File: src/agd_pkg.sv
package agd_pkg;

  // ----------------------------------------
  // register offsets (byte addresses)
  // ----------------------------------------
  localparam logic [7:0] OFS_CTRL = 8'h00;
  localparam logic [7:0] OFS_PERIOD = 8'h04;
  localparam logic [7:0] OFS_FILT_LEVELS = 8'h08;
  localparam logic [7:0] OFS_FILT_LIMITS = 8'h0c;
  localparam logic [7:0] OFS_FILT_STEPS = 8'h10;
  localparam logic [7:0] OFS_POWER_LEVELS = 8'h14;
  localparam logic [7:0] OFS_POWER_STEPS = 8'h18;
  localparam logic [7:0] OFS_GAIN_LIMITS = 8'h1c;
  localparam logic [7:0] OFS_STATUS = 8'h20;

  // ----------------------------------------
  // field positions
  // ----------------------------------------
  localparam int POS_PEAK_IMM = 0;
  localparam int POS_FILT_IMM = 1;
  localparam int POS_DET_ON = 2;
  localparam int POS_WIN_CODE = 4;
  localparam int POS_QUOTA = 8;

  // ----------------------------------------
  // reset values
  // ----------------------------------------
  localparam logic [31:0] RST_CTRL = 32'h0000_0117;
  localparam logic [21:0] RST_PERIOD = 22'h07800;
  localparam logic [31:0] RST_FILT_LEVELS = 32'h0040_80b5;
  localparam logic [31:0] RST_FILT_LIMITS = 32'h0004_0406;
  localparam logic [31:0] RST_FILT_STEPS = 32'h0204_0202;
  localparam logic [31:0] RST_POWER_LEVELS = 32'h040c_0301;
  localparam logic [31:0] RST_POWER_STEPS = 32'h0402_0204;
  localparam logic [31:0] RST_GAIN_LIMITS = 32'h0000_c3ff;

  // ----------------------------------------
  // carriers
  // ----------------------------------------
  typedef struct packed {
    logic [3:0] power_outer_top_offset;
    logic [6:0] power_inner_top_level;
    logic [6:0] power_inner_bottom_level;
    logic [3:0] power_outer_bottom_offset;
  } agd_power_cfg_s;

  typedef struct packed {
    logic attack;
    logic recover;
    logic [4:0] step;
  } agd_step_s;

  // ----------------------------------------
  // qualification window length in samples
  // ----------------------------------------
  function automatic logic [5:0] window_len(input logic [2:0] code);
    case (code)
      3'h0: window_len = 6'h01;
      3'h1: window_len = 6'h04;
      3'h2: window_len = 6'h08;
      3'h3: window_len = 6'h0c;
      3'h4: window_len = 6'h10;
      3'h5: window_len = 6'h18;
      default: window_len = 6'h20;
    endcase
  endfunction

endpackage

File: src/agd_window_qual.sv
`timescale 1ns/1ps
module agd_window_qual (
  input wire logic i_clock,
  input wire logic i_rst,
  input wire logic i_enable,
  input wire logic i_sample_valid,
  input wire logic [7:0] i_mag,
  input wire logic [7:0] i_level,
  input wire logic [2:0] i_window_code,
  input wire logic [3:0] i_quota,
  output logic o_event
);
  import agd_pkg::*;

  logic [5:0] pos_q, pos_d;
  logic [5:0] hits_q, hits_d;
  logic fired_q, fired_d;
  logic event_q, event_d;
  wire over = i_mag > i_level;
  wire [5:0] hits_inc = hits_q + {5'h0, over};
  wire last = (pos_q + 6'h01) >= window_len(i_window_code);
  wire hit_ok = (hits_inc >= {2'h0, i_quota}) && !fired_q;

  // ----------------------------------------
  // window count, one event per window
  // ----------------------------------------
  always_comb begin
    pos_d = pos_q;
    hits_d = hits_q;
    fired_d = fired_q;
    event_d = 1'b0;
    if (!i_enable) begin
      pos_d = 6'h00;
      hits_d = 6'h00;
      fired_d = 1'b0;
    end else if (i_sample_valid) begin
      event_d = hit_ok;
      fired_d = fired_q | hit_ok;
      hits_d = hits_inc;
      pos_d = pos_q + 6'h01;
      if (last) begin
        pos_d = 6'h00;
        hits_d = 6'h00;
        fired_d = 1'b0;
      end
    end
  end

  always_ff @(posedge i_clock) begin
    if (i_rst) begin
      pos_q <= 6'h00;
      hits_q <= 6'h00;
      fired_q <= 1'b0;
      event_q <= 1'b0;
    end else begin
      pos_q <= pos_d;
      hits_q <= hits_d;
      fired_q <= fired_d;
      event_q <= event_d;
    end
  end

  assign o_event = event_q;
endmodule

File: src/agd_power_judge.sv
`timescale 1ns/1ps
module agd_power_judge (
  input wire logic [6:0] i_power_db,
  input wire agd_pkg::agd_power_cfg_s i_cfg,
  input wire logic [4:0] i_outer_attack,
  input wire logic [4:0] i_inner_attack,
  input wire logic [4:0] i_inner_recover,
  input wire logic [4:0] i_outer_recover,
  output agd_pkg::agd_step_s o_step
);
  import agd_pkg::*;

  // power is in dB below full scale: small value means strong signal
  wire [7:0] top_outer = {1'b0, i_cfg.power_inner_top_level}
    - {4'h0, i_cfg.power_outer_top_offset};
  wire [7:0] bot_outer = {1'b0, i_cfg.power_inner_bottom_level}
    + {4'h0, i_cfg.power_outer_bottom_offset};
  wire [7:0] pwr = {1'b0, i_power_db};
  wire above_inner = pwr < {1'b0, i_cfg.power_inner_top_level};
  wire above_outer = !top_outer[7] && (pwr < top_outer);
  wire below_inner = pwr > {1'b0, i_cfg.power_inner_bottom_level};
  wire below_outer = pwr > bot_outer;

  assign o_step.attack = above_inner | above_outer;
  assign o_step.recover = !(above_inner | above_outer) && below_inner;
  assign o_step.step = above_outer ? i_outer_attack :
    above_inner ? i_inner_attack :
    below_outer ? i_outer_recover :
    below_inner ? i_inner_recover : 5'h00;
endmodule

File: src/agd_decision.sv
`timescale 1ns/1ps
module agd_decision (
  input wire logic i_clock,
  input wire logic i_rst,
  input wire logic i_psel,
  input wire logic i_penable,
  input wire logic i_pwrite,
  input wire logic [7:0] i_paddr,
  input wire logic [31:0] i_pwdata,
  output logic [31:0] o_prdata,
  output logic o_pready,
  output logic o_pslverr,
  input wire logic i_sample_valid,
  input wire logic [7:0] i_filt_mag,
  input wire logic i_peak_over,
  input wire logic i_power_valid,
  input wire logic [6:0] i_power_db,
  output logic [7:0] o_gain_index,
  output logic o_gain_changed,
  output logic o_filt_overrange,
  output logic o_filt_underrange
);
  import agd_pkg::*;

  // ----------------------------------------
  // configuration registers
  // ----------------------------------------
  logic [31:0] ctrl_q;
  logic [21:0] period_q;
  logic [31:0] filt_levels_q;
  logic [31:0] filt_limits_q;
  logic [31:0] filt_steps_q;
  logic [31:0] power_levels_q;
  logic [31:0] power_steps_q;
  logic [31:0] gain_limits_q;

  wire peak_immediate_attack = ctrl_q[POS_PEAK_IMM];
  wire filt_immediate_attack = ctrl_q[POS_FILT_IMM];
  wire filt_detector_on = ctrl_q[POS_DET_ON];
  wire [2:0] overload_window_code = ctrl_q[POS_WIN_CODE +: 3];
  wire [3:0] overload_sample_quota = ctrl_q[POS_QUOTA +: 4];
  wire [7:0] filt_high_level = filt_levels_q[7:0];
  wire [7:0] filt_low_level = filt_levels_q[15:8];
  wire [7:0] filt_vlow_level = filt_levels_q[23:16];
  wire [7:0] filt_high_event_limit = filt_limits_q[7:0];
  wire [7:0] filt_low_event_limit = filt_limits_q[15:8];
  wire [7:0] filt_vlow_event_limit = filt_limits_q[23:16];
  wire [4:0] filt_attack_step = filt_steps_q[4:0];
  wire [4:0] filt_low_recover_step = filt_steps_q[12:8];
  wire [4:0] filt_vlow_recover_step = filt_steps_q[20:16];
  wire [4:0] peak_attack_step = filt_steps_q[28:24];
  wire [7:0] gain_max = gain_limits_q[7:0];
  wire [7:0] gain_min = gain_limits_q[15:8];

  agd_power_cfg_s power_cfg;
  assign power_cfg.power_outer_top_offset = power_levels_q[3:0];
  assign power_cfg.power_inner_top_level = power_levels_q[14:8];
  assign power_cfg.power_inner_bottom_level = power_levels_q[22:16];
  assign power_cfg.power_outer_bottom_offset = power_levels_q[27:24];

  // ----------------------------------------
  // apb decode
  // ----------------------------------------
  wire setup = i_psel && !i_penable;
  wire access = i_psel && i_penable;
  wire wr = access && i_pwrite;
  wire hit_ctrl = i_paddr == OFS_CTRL;
  wire hit_period = i_paddr == OFS_PERIOD;
  wire hit_flev = i_paddr == OFS_FILT_LEVELS;
  wire hit_flim = i_paddr == OFS_FILT_LIMITS;
  wire hit_fstep = i_paddr == OFS_FILT_STEPS;
  wire hit_plev = i_paddr == OFS_POWER_LEVELS;
  wire hit_pstep = i_paddr == OFS_POWER_STEPS;
  wire hit_glim = i_paddr == OFS_GAIN_LIMITS;
  wire hit_stat = i_paddr == OFS_STATUS;
  wire mapped = hit_ctrl || hit_period || hit_flev || hit_flim || hit_fstep
    || hit_plev || hit_pstep || hit_glim || hit_stat;

  logic [7:0] high_cnt_q, low_cnt_q, vlow_cnt_q;
  logic [7:0] gain_q, gain_d;
  logic [31:0] rd_mux;

  always_comb begin
    if (hit_ctrl) begin
      rd_mux = {20'h0, ctrl_q[11:8], 1'b0, ctrl_q[6:4], 1'b0, ctrl_q[2:0]};
    end else if (hit_period) begin
      rd_mux = {10'h0, period_q};
    end else if (hit_flev) begin
      rd_mux = {8'h0, filt_levels_q[23:0]};
    end else if (hit_flim) begin
      rd_mux = {8'h0, filt_limits_q[23:0]};
    end else if (hit_fstep) begin
      rd_mux = filt_steps_q & 32'h1f1f_1f1f;
    end else if (hit_plev) begin
      rd_mux = power_levels_q & 32'h0f7f_7f0f;
    end else if (hit_pstep) begin
      rd_mux = power_steps_q & 32'h1f1f_1f1f;
    end else if (hit_glim) begin
      rd_mux = {16'h0, gain_limits_q[15:0]};
    end else if (hit_stat) begin
      rd_mux = {vlow_cnt_q, low_cnt_q, high_cnt_q, gain_q};
    end else begin
      rd_mux = 32'h0;
    end
  end

  assign o_pready = access;
  assign o_pslverr = access && !mapped;

  always_ff @(posedge i_clock) begin
    if (i_rst) begin
      o_prdata <= 32'h0;
    end else if (setup) begin
      o_prdata <= i_pwrite ? 32'h0 : rd_mux;
    end
  end

  always_ff @(posedge i_clock) begin
    if (i_rst) begin
      ctrl_q <= RST_CTRL;
      period_q <= RST_PERIOD;
      filt_levels_q <= RST_FILT_LEVELS;
      filt_limits_q <= RST_FILT_LIMITS;
      filt_steps_q <= RST_FILT_STEPS;
      power_levels_q <= RST_POWER_LEVELS;
      power_steps_q <= RST_POWER_STEPS;
      gain_limits_q <= RST_GAIN_LIMITS;
    end else if (wr) begin
      if (hit_ctrl) ctrl_q <= i_pwdata;
      if (hit_period) period_q <= i_pwdata[21:0];
      if (hit_flev) filt_levels_q <= i_pwdata;
      if (hit_flim) filt_limits_q <= i_pwdata;
      if (hit_fstep) filt_steps_q <= i_pwdata;
      if (hit_plev) power_levels_q <= i_pwdata;
      if (hit_pstep) power_steps_q <= i_pwdata;
      if (hit_glim) gain_limits_q <= i_pwdata;
    end
  end

  // ----------------------------------------
  // gain update period
  // ----------------------------------------
  logic [21:0] period_cnt_q;
  wire period_end = period_cnt_q >= (period_q - 22'h1);

  always_ff @(posedge i_clock) begin
    if (i_rst) begin
      period_cnt_q <= 22'h0;
    end else begin
      period_cnt_q <= period_end ? 22'h0 : period_cnt_q + 22'h1;
    end
  end

  // ----------------------------------------
  // overload qualification per level
  // ----------------------------------------
  wire [7:0] levels [3];
  wire [2:0] evt;
  assign levels[0] = filt_high_level;
  assign levels[1] = filt_low_level;
  assign levels[2] = filt_vlow_level;

  genvar g;
  generate
    for (g = 0; g < 3; g = g + 1) begin : g_qual
      agd_window_qual u_qual (
        .i_clock(i_clock),
        .i_rst(i_rst),
        .i_enable(filt_detector_on),
        .i_sample_valid(i_sample_valid),
        .i_mag(i_filt_mag),
        .i_level(levels[g]),
        .i_window_code(overload_window_code),
        .i_quota(overload_sample_quota),
        .o_event(evt[g])
      );
    end
  endgenerate

  // ----------------------------------------
  // per-period event counters
  // ----------------------------------------
  function automatic logic [7:0] sat_inc(input logic [7:0] v, input logic e);
    sat_inc = (e && v != 8'hff) ? v + 8'h01 : v;
  endfunction

  always_ff @(posedge i_clock) begin
    if (i_rst || period_end) begin
      high_cnt_q <= 8'h0;
      low_cnt_q <= 8'h0;
      vlow_cnt_q <= 8'h0;
    end else begin
      high_cnt_q <= sat_inc(high_cnt_q, evt[0]);
      low_cnt_q <= sat_inc(low_cnt_q, evt[1]);
      vlow_cnt_q <= sat_inc(vlow_cnt_q, evt[2]);
    end
  end

  // ----------------------------------------
  // peak detector input sync and edge
  // ----------------------------------------
  logic peak_s1_q, peak_s2_q, peak_s3_q;

  always_ff @(posedge i_clock) begin
    if (i_rst) begin
      peak_s1_q <= 1'b0;
      peak_s2_q <= 1'b0;
      peak_s3_q <= 1'b0;
    end else begin
      peak_s1_q <= i_peak_over;
      peak_s2_q <= peak_s1_q;
      peak_s3_q <= peak_s2_q;
    end
  end

  wire peak_rise = peak_s2_q && !peak_s3_q;

  // ----------------------------------------
  // overrange / underrange conditions
  // ----------------------------------------
  logic filt_over_seen_q, peak_over_seen_q;
  logic filt_pend_q, peak_pend_q;
  wire filt_over = filt_detector_on && (high_cnt_q > filt_high_event_limit);
  wire filt_over_new = filt_over && !filt_over_seen_q;
  wire peak_over_new = peak_rise && !peak_over_seen_q;
  wire vlow_under = filt_detector_on && (vlow_cnt_q < filt_vlow_event_limit);
  wire low_under = filt_detector_on && (low_cnt_q < filt_low_event_limit);

  // power measurement held until period end
  logic [6:0] power_q;
  logic power_ok_q;
  agd_step_s pstep;

  always_ff @(posedge i_clock) begin
    if (i_rst) begin
      power_q <= 7'h0;
      power_ok_q <= 1'b0;
    end else if (i_power_valid) begin
      power_q <= i_power_db;
      power_ok_q <= 1'b1;
    end else if (period_end) begin
      power_ok_q <= 1'b0;
    end
  end

  agd_power_judge u_power (
    .i_power_db(power_q),
    .i_cfg(power_cfg),
    .i_outer_attack(power_steps_q[4:0]),
    .i_inner_attack(power_steps_q[12:8]),
    .i_inner_recover(power_steps_q[20:16]),
    .i_outer_recover(power_steps_q[28:24]),
    .o_step(pstep)
  );

  // ----------------------------------------
  // step selection
  // ----------------------------------------
  wire imm_peak = peak_over_new && peak_immediate_attack;
  wire imm_filt = filt_over_new && filt_immediate_attack;
  wire end_peak = period_end && (peak_pend_q || (peak_over_new && !peak_immediate_attack));
  wire end_filt = period_end && (filt_pend_q || (filt_over_new && !filt_immediate_attack));
  logic dec;
  logic [4:0] step;
  logic apply;

  always_comb begin
    apply = 1'b1;
    dec = 1'b1;
    step = 5'h0;
    if (imm_peak || end_peak) begin
      step = peak_attack_step;
    end else if (imm_filt || end_filt) begin
      step = filt_attack_step;
    end else if (period_end && power_ok_q && pstep.attack) begin
      step = pstep.step;
    end else if (period_end && vlow_under) begin
      dec = 1'b0;
      step = filt_vlow_recover_step;
    end else if (period_end && low_under) begin
      dec = 1'b0;
      step = filt_low_recover_step;
    end else if (period_end && power_ok_q && pstep.recover) begin
      dec = 1'b0;
      step = pstep.step;
    end else begin
      apply = 1'b0;
    end
  end

  always_ff @(posedge i_clock) begin
    if (i_rst || period_end) begin
      filt_over_seen_q <= 1'b0;
      peak_over_seen_q <= 1'b0;
      filt_pend_q <= 1'b0;
      peak_pend_q <= 1'b0;
    end else begin
      filt_over_seen_q <= filt_over_seen_q | filt_over;
      peak_over_seen_q <= peak_over_seen_q | peak_rise;
      filt_pend_q <= filt_pend_q | (filt_over_new && !filt_immediate_attack);
      peak_pend_q <= peak_pend_q | (peak_over_new && !peak_immediate_attack);
    end
  end

  // ----------------------------------------
  // gain index with clamp
  // ----------------------------------------
  wire [9:0] g_ext = {2'b00, gain_q};
  wire [9:0] g_raw = dec ? g_ext - {5'h0, step} : g_ext + {5'h0, step};
  wire g_neg = g_raw[9];
  wire g_low = g_neg || (g_raw[8:0] < {1'b0, gain_min});
  wire g_high = !g_neg && (g_raw[8:0] > {1'b0, gain_max});

  always_comb begin
    gain_d = gain_q;
    if (apply) begin
      if (g_low) begin
        gain_d = gain_min;
      end else if (g_high) begin
        gain_d = gain_max;
      end else begin
        gain_d = g_raw[7:0];
      end
    end
  end

  always_ff @(posedge i_clock) begin
    if (i_rst) begin
      gain_q <= RST_GAIN_LIMITS[7:0];
      o_gain_changed <= 1'b0;
      o_filt_overrange <= 1'b0;
      o_filt_underrange <= 1'b0;
    end else begin
      gain_q <= gain_d;
      o_gain_changed <= apply && (gain_d != gain_q);
      o_filt_overrange <= filt_over;
      o_filt_underrange <= period_end ? (vlow_under || low_under) : o_filt_underrange;
    end
  end

  assign o_gain_index = gain_q;
endmodule

File: config.mk
export PLATFORM = sky130hd
export DESIGN_NAME = agd_decision
export DESIGN_NICKNAME = d
export VERILOG_FILES = /design/src/agd_pkg.sv /design/src/agd_window_qual.sv /design/src/agd_power_judge.sv /design/src/agd_decision.sv
export SDC_FILE = /design/constraint.sdc
export NUM_CORES = 1
export LEC_CHECK = 0
export BUFFER_PORTS_ARGS = -buffer_cell sky130_fd_sc_hd__buf_2
export CAP_MARGIN = 20
export CORE_MARGIN = 1.5
export CORE_UTILIZATION = 45
export DETAILED_ROUTE_END_ITERATION = 12
export PLACE_DENSITY = 0.7
export SYNTH_ARGS = -nofsm -noshare
export SYNTH_HDL_FRONTEND = slang
export SYNTH_SLANG_ARGS = --single-unit
File: constraint.sdc
create_clock -name i_clock -period 7.5 [get_ports i_clock]
set_input_delay 1.875 -clock i_clock [delete_from_list [all_inputs] [get_ports i_clock]]
set_output_delay 1.875 -clock i_clock [all_outputs]
set_load 0.005 [all_outputs]
==> results of run 1 <==
## layout make-up
class                           count  area [um^2]
Clock buffer                       49         1060
Clock inverter                     15          171
Fill cell                        3566        17700
Inverter                          110          413
Multi-Input combinational cell   1723        11200
Sequential cell                   304         6090
Tap cell                          518          648
Timing Repair Buffer              243         1590
## cell usage in the layout, fill, tap and decap left out, drive strengths merged, types with 17 or more instances in the layout
cell type,synthesis,routed
nand2,411,411
dfxtp,304,304
buf,17,243
a21oi,228,228
nor2,195,195
ha,168,168
inv,108,112
nand3,94,94
xnor2,63,63
clkbuf,97,49
o211ai,47,47
o21ai,41,41
xor2,39,39
o221ai,37,37
nor3,35,35
nand4,28,28
nor2b,28,28
mux2i,28,28
a22oi,27,27
a221oi,26,26
and3,23,23
o21a,19,19
a21o,18,18
nand2b,17,17
a31oi,17,17
## Yosys cell counts, types with 12 or more instances
master      n  area, um^2
nand2_1   411        1540
dfxtp_1   304        6090
a21oi_1   228        1140
nor2_1    195         732
ha_1      168        2100
inv_1     108         405
clkbuf_1   95         357
nand3_1    93         465
xnor2_1    63         552
o211ai_1   47         353
xor2_1     39         342
o21ai_0    38         190
o221ai_1   37         324
nor3_1     35         175
mux2i_1    28         280
nand4_1    28         175
nor2b_1    28         175
a22oi_1    27         203
a221oi_1   26         228
and3_1     23         144
o21a_1     19         143
a21o_1     18         135
a31oi_1    17         106
nand2b_1   17         106
a211oi_1   12        90.1
## layer usage
metal,track usage [%],vias up
met5,0,-
met4,11.8,4
met2,46.0,776
met1,38.5,8309
met3,5.40,161
li1,-,8311
## power by group
group | switching (uW) | internal [uW]
clock | 732 | 1100
combinational | 235 | 156
sequential | 29.3 | 1630
total | 996 | 2890
## worst max-delay path: cells and delay by family (launching register included)
family / cells / cell delay, ns
AO/OA/AOI/OAI: 15 / 3.30
XOR/XNOR: 2 / 0.21
adder cells (fa/ha/maj): 4 / 1.10
buffers and inverters: 6 / 0.89
flip-flops: 1 / 0.33
AND/OR/NAND/NOR: 10 / 1.75
## per-stage QoR
stage          utilization (%)  std cells  hold slack, ns  setup WS (ns)
2_1_floorplan                -       2251           0.391         0.0194
3_3_place_gp              50.2       2886           0.402         -0.426
3_5_place_dp              50.2       2886           0.405         -0.495
4_1_cts                   53.7       2952           0.417         -0.259
5_1_grt                   54.5       2962           0.421         -0.541
6_report                  54.5       2962           0.414         -0.241
## path summary, 6_finish.rpt
check / depth (start not counted) / end
setup / recovery: 37 / o_gain_changed$_SDFF_PP0_
hold / removal: 1 / g_qual[0].u_qual.o_event$_SDFF_PP0_
setup reg to reg: 37 / o_gain_changed$_SDFF_PP0_
hold reg to reg: 1 / g_qual[0].u_qual.o_event$_SDFF_PP0_
## state kept, by name, indices dropped and copies added, names as in the netlist, 3 cells and up
name,flops
ctrl_q,10
vlow_cnt_q,8
g_qual.u_qual.o_event,3
filt_steps_q,20
filt_limits_q,24
g_qual.u_qual.pos_q,18
filt_levels_q,24
gain_limits_q,16
high_cnt_q,8
period_q,22
g_qual.u_qual.hits_q,18
power_steps_q,20
power_q,7
low_cnt_q,8
o_prdata,32
power_levels_q,22
o_gain_index,8
period_cnt_q,22
g_qual.u_qual.fired_q,3
## what timing repair did
item,4_1_cts,5_1_grt
endpoints found under the setup margin,9,9
cloned,0,1
gates resized for setup,24,56
buffers inserted,2,8
pin swaps,8,20
## cells by family (layout without fill, tap and decap cells)
family | count (synthesis) | count (layout)
fa+ha+maj | 172 | 172
simple gates | 875 | 875
compound gates | 542 | 542
mux | 32 | 32
xor+xnor | 102 | 102
buf+inv | 224 | 417
flops | 304 | 304
==> key figures, run 1 <==
Setup path
  • Critical path arrival: 8.14 ns
  • Crit Path Max Fanout: 8
  • Worst EP required: 7.90 ns
  • Crit end category: flop
  • Reg2Reg Setup Slack: -0.24 ns
  • Crit path kind: reg2reg
  • Crit. Startpoint: period_q[2]$_SDFFE_PP0P_
  • FF-to-FF Start: period_q[2]$_SDFFE_PP0P_
  • Startpoint types: flop
  • Critical Path Slowest Stage Cell: a222oi_1
  • Crit-path max cell delay: 0.47 ns

Global route
  • GR Overflow Total: 0
  • Vias in the first global route: 16500
  • Largest net degree at the start of global routing: 89
  • GRT Overall Usage: 28.9%
  • First-pass GRT wire length: 92900 um
  • Initial antenna violation count: 2

Logic synthesis
  • Syn_nets: 2486
  • Synth Area in Compound Gates: 20.2%
  • Seq cells post-synth: 304
  • Prevailing post-synth register cell: dfxtp_1
  • Simple-Gate Fraction of Synth Area: 21.6%
  • Post-Synthesis Cells: 2251
  • Post-synthesis sequential area ratio: 34.1%
  • Synthesized cell area: 17800 um^2
  • Synth async-reset ratio: 0%
  • Mux cell area share after synthesis: 1.85%
  • Yosys cell types: 73
  • EDFF count, synth: 0
  • Adder-Cell Fraction of Synth Area: 12.2%
  • Xor-xnor portion of the synthesized cell area: 5.01%
  • Largest family of logic cells by synthesized area: simple AND/OR/NAND/NOR gates
  • Avg Inst Size Synth: 7.92 um^2
  • Total of warnings raised by yosys: 0

Status
  • Status: finished, violations left
  • Violated checks: negative setup slack

Timing
  • Min cycle time layout: 7.74 ns
  • Final hold vios: 0
  • Final period utilization: 103%
  • RSZ-0062 raised after global routing: yes
  • Setup violators final: 2
  • Slew Viols, Final: 0
  • Setup Total Neg Slack: -0.273 ns
  • Slew @ Worst Pin: 1.06 ns
  • Post-route setup slack: -0.241 ns
  • Fmax achieved: 129 MHz
  • Slew margin rel.: 29.0%
  • Fin Clk Skew: 0.0224 ns

Route
  • Routed Antenna Nets: 0
  • Met1 wire length: 25700 um
  • 1st-iter DRT viols: 1640
  • DRC: 0
  • DR WL met3: 5500 um
  • Final wirelength: 61100 um
  • Routed vias: 17600
  • Detailed-router iteration count before antenna repair: 9
  • WL per Instance: 20.6 um
  • Metal2 WL: 27200 um
  • Highest metal used: met5
  • Via density: 5.93

Final layout
  • Area added between synthesis and finish: 19.0%
  • Final net count: 2653
  • Post-route design area: 21200 um^2
  • Share of cells above drive strength 1: 16.0%
  • N_diodes: 0

Floorplan
  • IO Pins: 108
  • Horiz. Die Dim: 202 um
  • FP Rows: 72
  • CORE AREA: 38900 um^2
  • Die area: 40800 um^2
  • Die extent in y: 202 um
  • Starting Density: 45.8%

Min path
  • Min-Delay Startpoint: g_qual[0].u_qual.fired_q$_SDFFE_PP0P_
  • Min-delay worst type: reg2reg

Clock network
  • H-tree lvl count: 2
  • CTS Hold Buffers Added: 0
  • TritonCTS buffer count: 36
  • CTS tree: yes
  • Clk Latency, worst-skew pair: 0.56 ns
  • Clock Tree Buf Depth: 3
  • Root cell of the clock tree: clkbuf_16
  • Sink Count: 304
  • Clk pin slew, worst setup/hold paths: 0.06 ns

Placed design
  • Post-DP Area: 19500 um^2
  • Post-DP HPWL: 44500 um
  • PortBufs: 104
  • GPL Wtd Cong: 0.987

Power
  • Worst VDD drop: 0.000176 V
  • Pleak: 0.00861 uW
  • Tot Pwr: 3890 uW
  • Pwr/cell area: 183 nW/um^2

Job
  • Maxcap violations: 0
(Power assumes the default switching activity.)
==> run 2: changes to the inputs <==
--- a/config.mk
+++ b/config.mk
@@ -11,6 +11,7 @@
 export CORE_UTILIZATION = 45
 export DETAILED_ROUTE_END_ITERATION = 12
 export PLACE_DENSITY = 0.7
+export SKIP_LAST_GASP = 1
 export SYNTH_ARGS = -nofsm -noshare
 export SYNTH_HDL_FRONTEND = slang
 export SYNTH_SLANG_ARGS = --single-unit
==> key figures, run 2 (same netlist as run 1, synthesis figures left out) <==
Status
  • Status: finished, violations left
  • Violated checks: negative setup slack

Power
  • Pleak: 0.00867 uW
  • Tot Pwr: 3910 uW
  • Pwr/cell area: 183 nW/um^2
  • Worst VDD drop: 0.000176 V

Timing
  • Final hold vios: 0
  • Slew @ Worst Pin: 1.08 ns
  • Fin Clk Skew: 0.0218 ns
  • Min cycle time layout: 7.88 ns
  • Slew margin rel.: 27.9%
  • Post-route setup slack: -0.384 ns
  • RSZ-0062 raised after global routing: yes
  • Fmax achieved: 127 MHz
  • Setup violators final: 4
  • Setup Total Neg Slack: -0.569 ns
  • Slew Viols, Final: 0
  • Final period utilization: 105%
  • Hold slack: 0.413 ns

Global route
  • GRT Overall Usage: 28.9%
  • Largest net degree at the start of global routing: 89
  • First-pass GRT wire length: 92900 um
  • Initial antenna violation count: 2
  • GR Overflow Total: 0
  • Vias in the first global route: 16500

Placed design
  • Dpl ws: -0.495 ns
  • Post-DP HPWL: 44500 um
  • PortBufs: 104
  • Post-DP Area: 19500 um^2
  • GPL Wtd Cong: 0.987

Final layout
  • Final net count: 2658
  • N_diodes: 0
  • Register with the most flip-flops: o_prdata
  • Most frequent cells in the layout: 407 x nand2_1, 303 x dfxtp_1, 223 x a21oi_1
  • Post-route design area: 21400 um^2
  • Largest register FFs: 32
  • Share of cells above drive strength 1: 16.6%
  • Commonest non-fill, non-tap cell in the layout: nand2_1
  • Area added between synthesis and finish: 19.9%
  • Top flop regs: o_prdata x32, filt_levels_q x24, filt_limits_q x24

Floorplan
  • Starting Density: 45.8%
  • Horiz. Die Dim: 202 um
  • Die extent in y: 202 um
  • IO Pins: 108
  • Die area: 40800 um^2
  • FP Rows: 72
  • CORE AREA: 38900 um^2

Setup path
  • Crit Path Max Fanout: 8
  • Worst EP required: 7.90 ns
  • Critical Path Slowest Stage Cell: or3_4
  • Startpoint types: flop
  • Crit end category: flop
  • Critical path arrival: 8.28 ns
  • Crit path kind: reg2reg
  • Crit-path max cell delay: 0.44 ns

Route
  • WL per Instance: 20.5 um
  • Routed vias: 17600
  • Final wirelength: 60900 um
  • 1st-iter DRT viols: 1588
  • Via density: 5.94
  • Routed Antenna Nets: 0
  • Detailed-router iteration count before antenna repair: 6
  • DRC: 0

Job
  • Maxcap violations: 0

Clock network
  • Clock Tree Buf Depth: 3
  • TritonCTS buffer count: 36
  • Clk Latency, worst-skew pair: 0.57 ns
  • Sink Count: 304
  • CTS tree: yes
  • Root cell of the clock tree: clkbuf_16
  • CTS Hold Buffers Added: 0
  • Clk pin slew, worst setup/hold paths: 0.06 ns
  • H-tree lvl count: 2

Min path
  • Min-delay worst type: reg2reg
[run 2: changes by cell type in the layout (fill, tap and decap cells not counted), sizes merged]
cell  change
buf       +5
[run 2: final timing paths]
| path | slack (ns) | end | start | depth (start not counted) |
|---|---|---|---|---|
| max | -0.38 | o_gain_changed$_SDFF_PP0_ | period_q[1]$_SDFFE_PP0P_ | 41 |
| min | 0.41 | g_qual[0].u_qual.o_event$_SDFF_PP0_ | g_qual[0].u_qual.fired_q$_SDFFE_PP0P_ | 1 |
| max reg2reg | -0.38 | o_gain_changed$_SDFF_PP0_ | period_q[1]$_SDFFE_PP0P_ | 41 |
| min reg2reg | 0.41 | g_qual[0].u_qual.o_event$_SDFF_PP0_ | g_qual[0].u_qual.fired_q$_SDFFE_PP0P_ | 1 |
[run 2: critical path: cells and delay by family (launching register included)]
family	cells	cell delay, ns
buffers and inverters	6	0.80
AO/OA/AOI/OAI	14	2.45
adder cells (fa/ha/maj)	5	1.37
AND/OR/NAND/NOR	14	2.55
flip-flops	1	0.34
XOR/XNOR	2	0.20
[run 2: layer usage]
metal,wire length (um),global-route usage (%),share of wire (%),up-vias
li1,-,-,-,8321
met1,25800,38.5,42,8382
met2,27300,46.0,45,781
met3,5330,5.40,8.7,146
met4,2470,11.8,4.1,4
met5,31,0,0.051,-
[run 2: where the power goes]
group | switching, uW | internal [uW] | leakage [uW]
Clock | 733 | 1100 | 0.000618
Sequential | 29.4 | 1630 | 0.00246
Combinational | 245 | 166 | 0.00559
Total | 1010 | 2900 | 0.00867
[run 2: timing repair]
action | in CTS | in global routing
setup buffers | 2 | 15
setup endpoints to repair | 9 | 9
pin swaps | 8 | 57
gates cloned | 0 | 0
resized for setup | 21 | 77
[run 2: per-stage QoR]
step                      instances  utilization [%]
after detailed placement       2886             50.2
after floorplan                2251                -
after global routing           2967             54.9
after CTS                      2952             53.7
after global placement         2886             50.2
final                          2967             54.9
[run 2: final cells by class]
cell class	count	area, um^2
Clock buffer	49	1060
Inverter	110	413
Clock inverter	15	171
Fill cell	3556	17500
Tap cell	518	648
Multi-Input combinational cell	1723	11400
Timing Repair Buffer	248	1640
Sequential cell	304	6090
==> run 3: changes to the inputs <==
==> constraint.sdc (replaced) <==
create_clock -name i_clock -period 7.2 [get_ports i_clock]
set_input_delay 1.8 -clock i_clock [delete_from_list [all_inputs] [get_ports i_clock]]
set_output_delay 1.8 -clock i_clock [all_outputs]
set_load 0.005 [all_outputs]
==> key figures, run 3 (same netlist as run 1, synthesis figures left out) <==
Timing
  • Final period utilization: 107%
  • Min cycle time layout: 7.68 ns
  • Post-route setup slack: -0.477 ns
  • Slew margin rel.: 32.5%
  • Slew @ Worst Pin: 1.01 ns
  • Fin Clk Skew: 0.0217 ns
  • Final hold vios: 0
  • Slew Viols, Final: 0
  • RSZ-0062 raised after global routing: yes
  • Hold slack: 0.433 ns
  • Setup violators final: 6
  • Fmax achieved: 130 MHz

Clock network
  • Root cell of the clock tree: clkbuf_16
  • H-tree lvl count: 2
  • Clock Tree Buf Depth: 3
  • TritonCTS buffer count: 38
  • Clk Latency, worst-skew pair: 0.56 ns
  • Sink Count: 304
  • Clk pin slew, worst setup/hold paths: 0.06 ns
  • CTS tree: yes

Setup path
  • Worst EP required: 7.62 ns
  • CP bufs+invs: 5
  • Critical Path Slowest Stage Cell: or3_4
  • Crit end category: flop
  • Crit Path Max Fanout: 7
  • Startpoint types: flop
  • Reg2Reg Setup Slack: -0.48 ns
  • Crit path kind: reg2reg
  • Critical path arrival: 8.10 ns
  • Crit. Startpoint: period_q[0]$_SDFFE_PP0P_
  • CP top delay family: compound AO/OA/AOI/OAI gates
  • FF-to-FF Start: period_q[0]$_SDFFE_PP0P_
  • Top cell by count, worst path: buf_4
  • Crit-path max cell delay: 0.39 ns

Final layout
  • Largest register FFs: 32
  • Final net count: 2663
  • Post-route design area: 21500 um^2
  • Fillers: 3544
  • Most frequent cells in the layout: 408 x nand2_1, 302 x dfxtp_1, 222 x a21oi_1
  • Share of cells above drive strength 1: 16.8%
  • Multi-input logic area: 11400 um^2
  • Register area: 6090 um^2
  • Top flop regs: o_prdata x32, filt_levels_q x24, filt_limits_q x24
  • Commonest non-fill, non-tap cell in the layout: nand2_1
  • Register with the most flip-flops: o_prdata
  • Final core occ: 55.2%
  • Area added between synthesis and finish: 20.5%

Route
  • Routed Antenna Nets: 0
  • 1st-iter DRT viols: 1605
  • DRC: 0
  • Final wirelength: 61100 um
  • Routed vias: 17800
  • WL per Instance: 20.5 um
  • Via density: 5.97
  • Detailed-router iteration count before antenna repair: 8

Floorplan
  • Horiz. Die Dim: 202 um
  • FP Rows: 72
  • Starting Density: 45.8%
  • Die extent in y: 202 um
  • Die area: 40800 um^2
  • IO Pins: 108
  • CORE AREA: 38900 um^2

Placed design
  • GPL Wtd Cong: 0.950
  • PortBufs: 104
  • Dpl ws: -0.746 ns
  • Post-DP HPWL: 44600 um
  • Post-DP Area: 19700 um^2

Global route
  • Vias in the first global route: 16900
  • GRT Overall Usage: 29.5%
  • Initial antenna violation count: 3
  • GR Overflow Total: 0
  • First-pass GRT wire length: 94400 um
  • Largest net degree at the start of global routing: 81

Min path
  • Min-Delay Startpoint: g_qual[1].u_qual.fired_q$_SDFFE_PP0P_
  • Min-delay worst type: reg2reg

Power
  • Pleak: 0.00867 uW
  • Pwr/cell area: 188 nW/um^2
  • Worst VDD drop: 0.000196 V

Status
  • Violated checks: negative setup slack
  • Status: finished, violations left

Job
  • Maxcap violations: 0
## run 3: cell count changes in the layout (fill, tap and decap cells not counted), sizes merged
cell	change
clkbuf	+3
clkinvlp	+2
diode	+4
bufinv	-2
inv	-2
buf	+3
clkinv	+4
## run 3: stage by stage
stage,total power [uW],cells,setup TNS [ns]
floorplan,1990,2251,-0.0900
global placement,2130,2885,-0.729
detailed placement,2150,2886,-2.64
CTS,4010,2965,-0.376
global route,4150,2976,-3.64
finish,4030,2979,-0.910
## run 3: worst paths after layout
check	endpoint	depth (start not counted)
setup / recovery	o_gain_changed$_SDFF_PP0_	38
hold / removal	g_qual[1].u_qual.o_event$_SDFF_PP0_	1
setup reg to reg	o_gain_changed$_SDFF_PP0_	38
hold reg to reg	g_qual[1].u_qual.o_event$_SDFF_PP0_	1
## run 3: report_power, final
group / switching (uW) / internal [uW] / total [uW]
logic: 253 / 173 / 426
registers: 31.2 / 1700 / 1730
clock network: 780 / 1090 / 1870
## run 3: final cells by class
| cell class | count | area share, % |
|---|---|---|
| clock buffer | 52 | 5.00 |
| timing repair buffer | 251 | 7.77 |
| inverter | 110 | 1.92 |
| sequential | 304 | 28.3 |
| multi-input combinational | 1723 | 53.3 |
| antenna | 4 | 0.0466 |
| tap | 518 | 3.02 |
| clock inverter | 17 | 0.617 |
## run 3: per-layer routing
layer	global-route usage [%]	routed length, um	vias to the layer above
li1	-	-	8336
met1	37.8	24800	8414
met2	46.8	27200	853
met3	5.68	5430	196
met4	15.6	3680	0
met5	0	0	-
## run 3: what timing repair did
| item | 4_1_cts | 5_1_grt |
|---|---|---|
| hold buffers | 0 | 0 |
| setup endpoints to repair | 9 | 9 |
| gates resized for setup | 25 | 50 |
| buffers inserted | 10 | 9 |
| pin swaps | 35 | 40 |
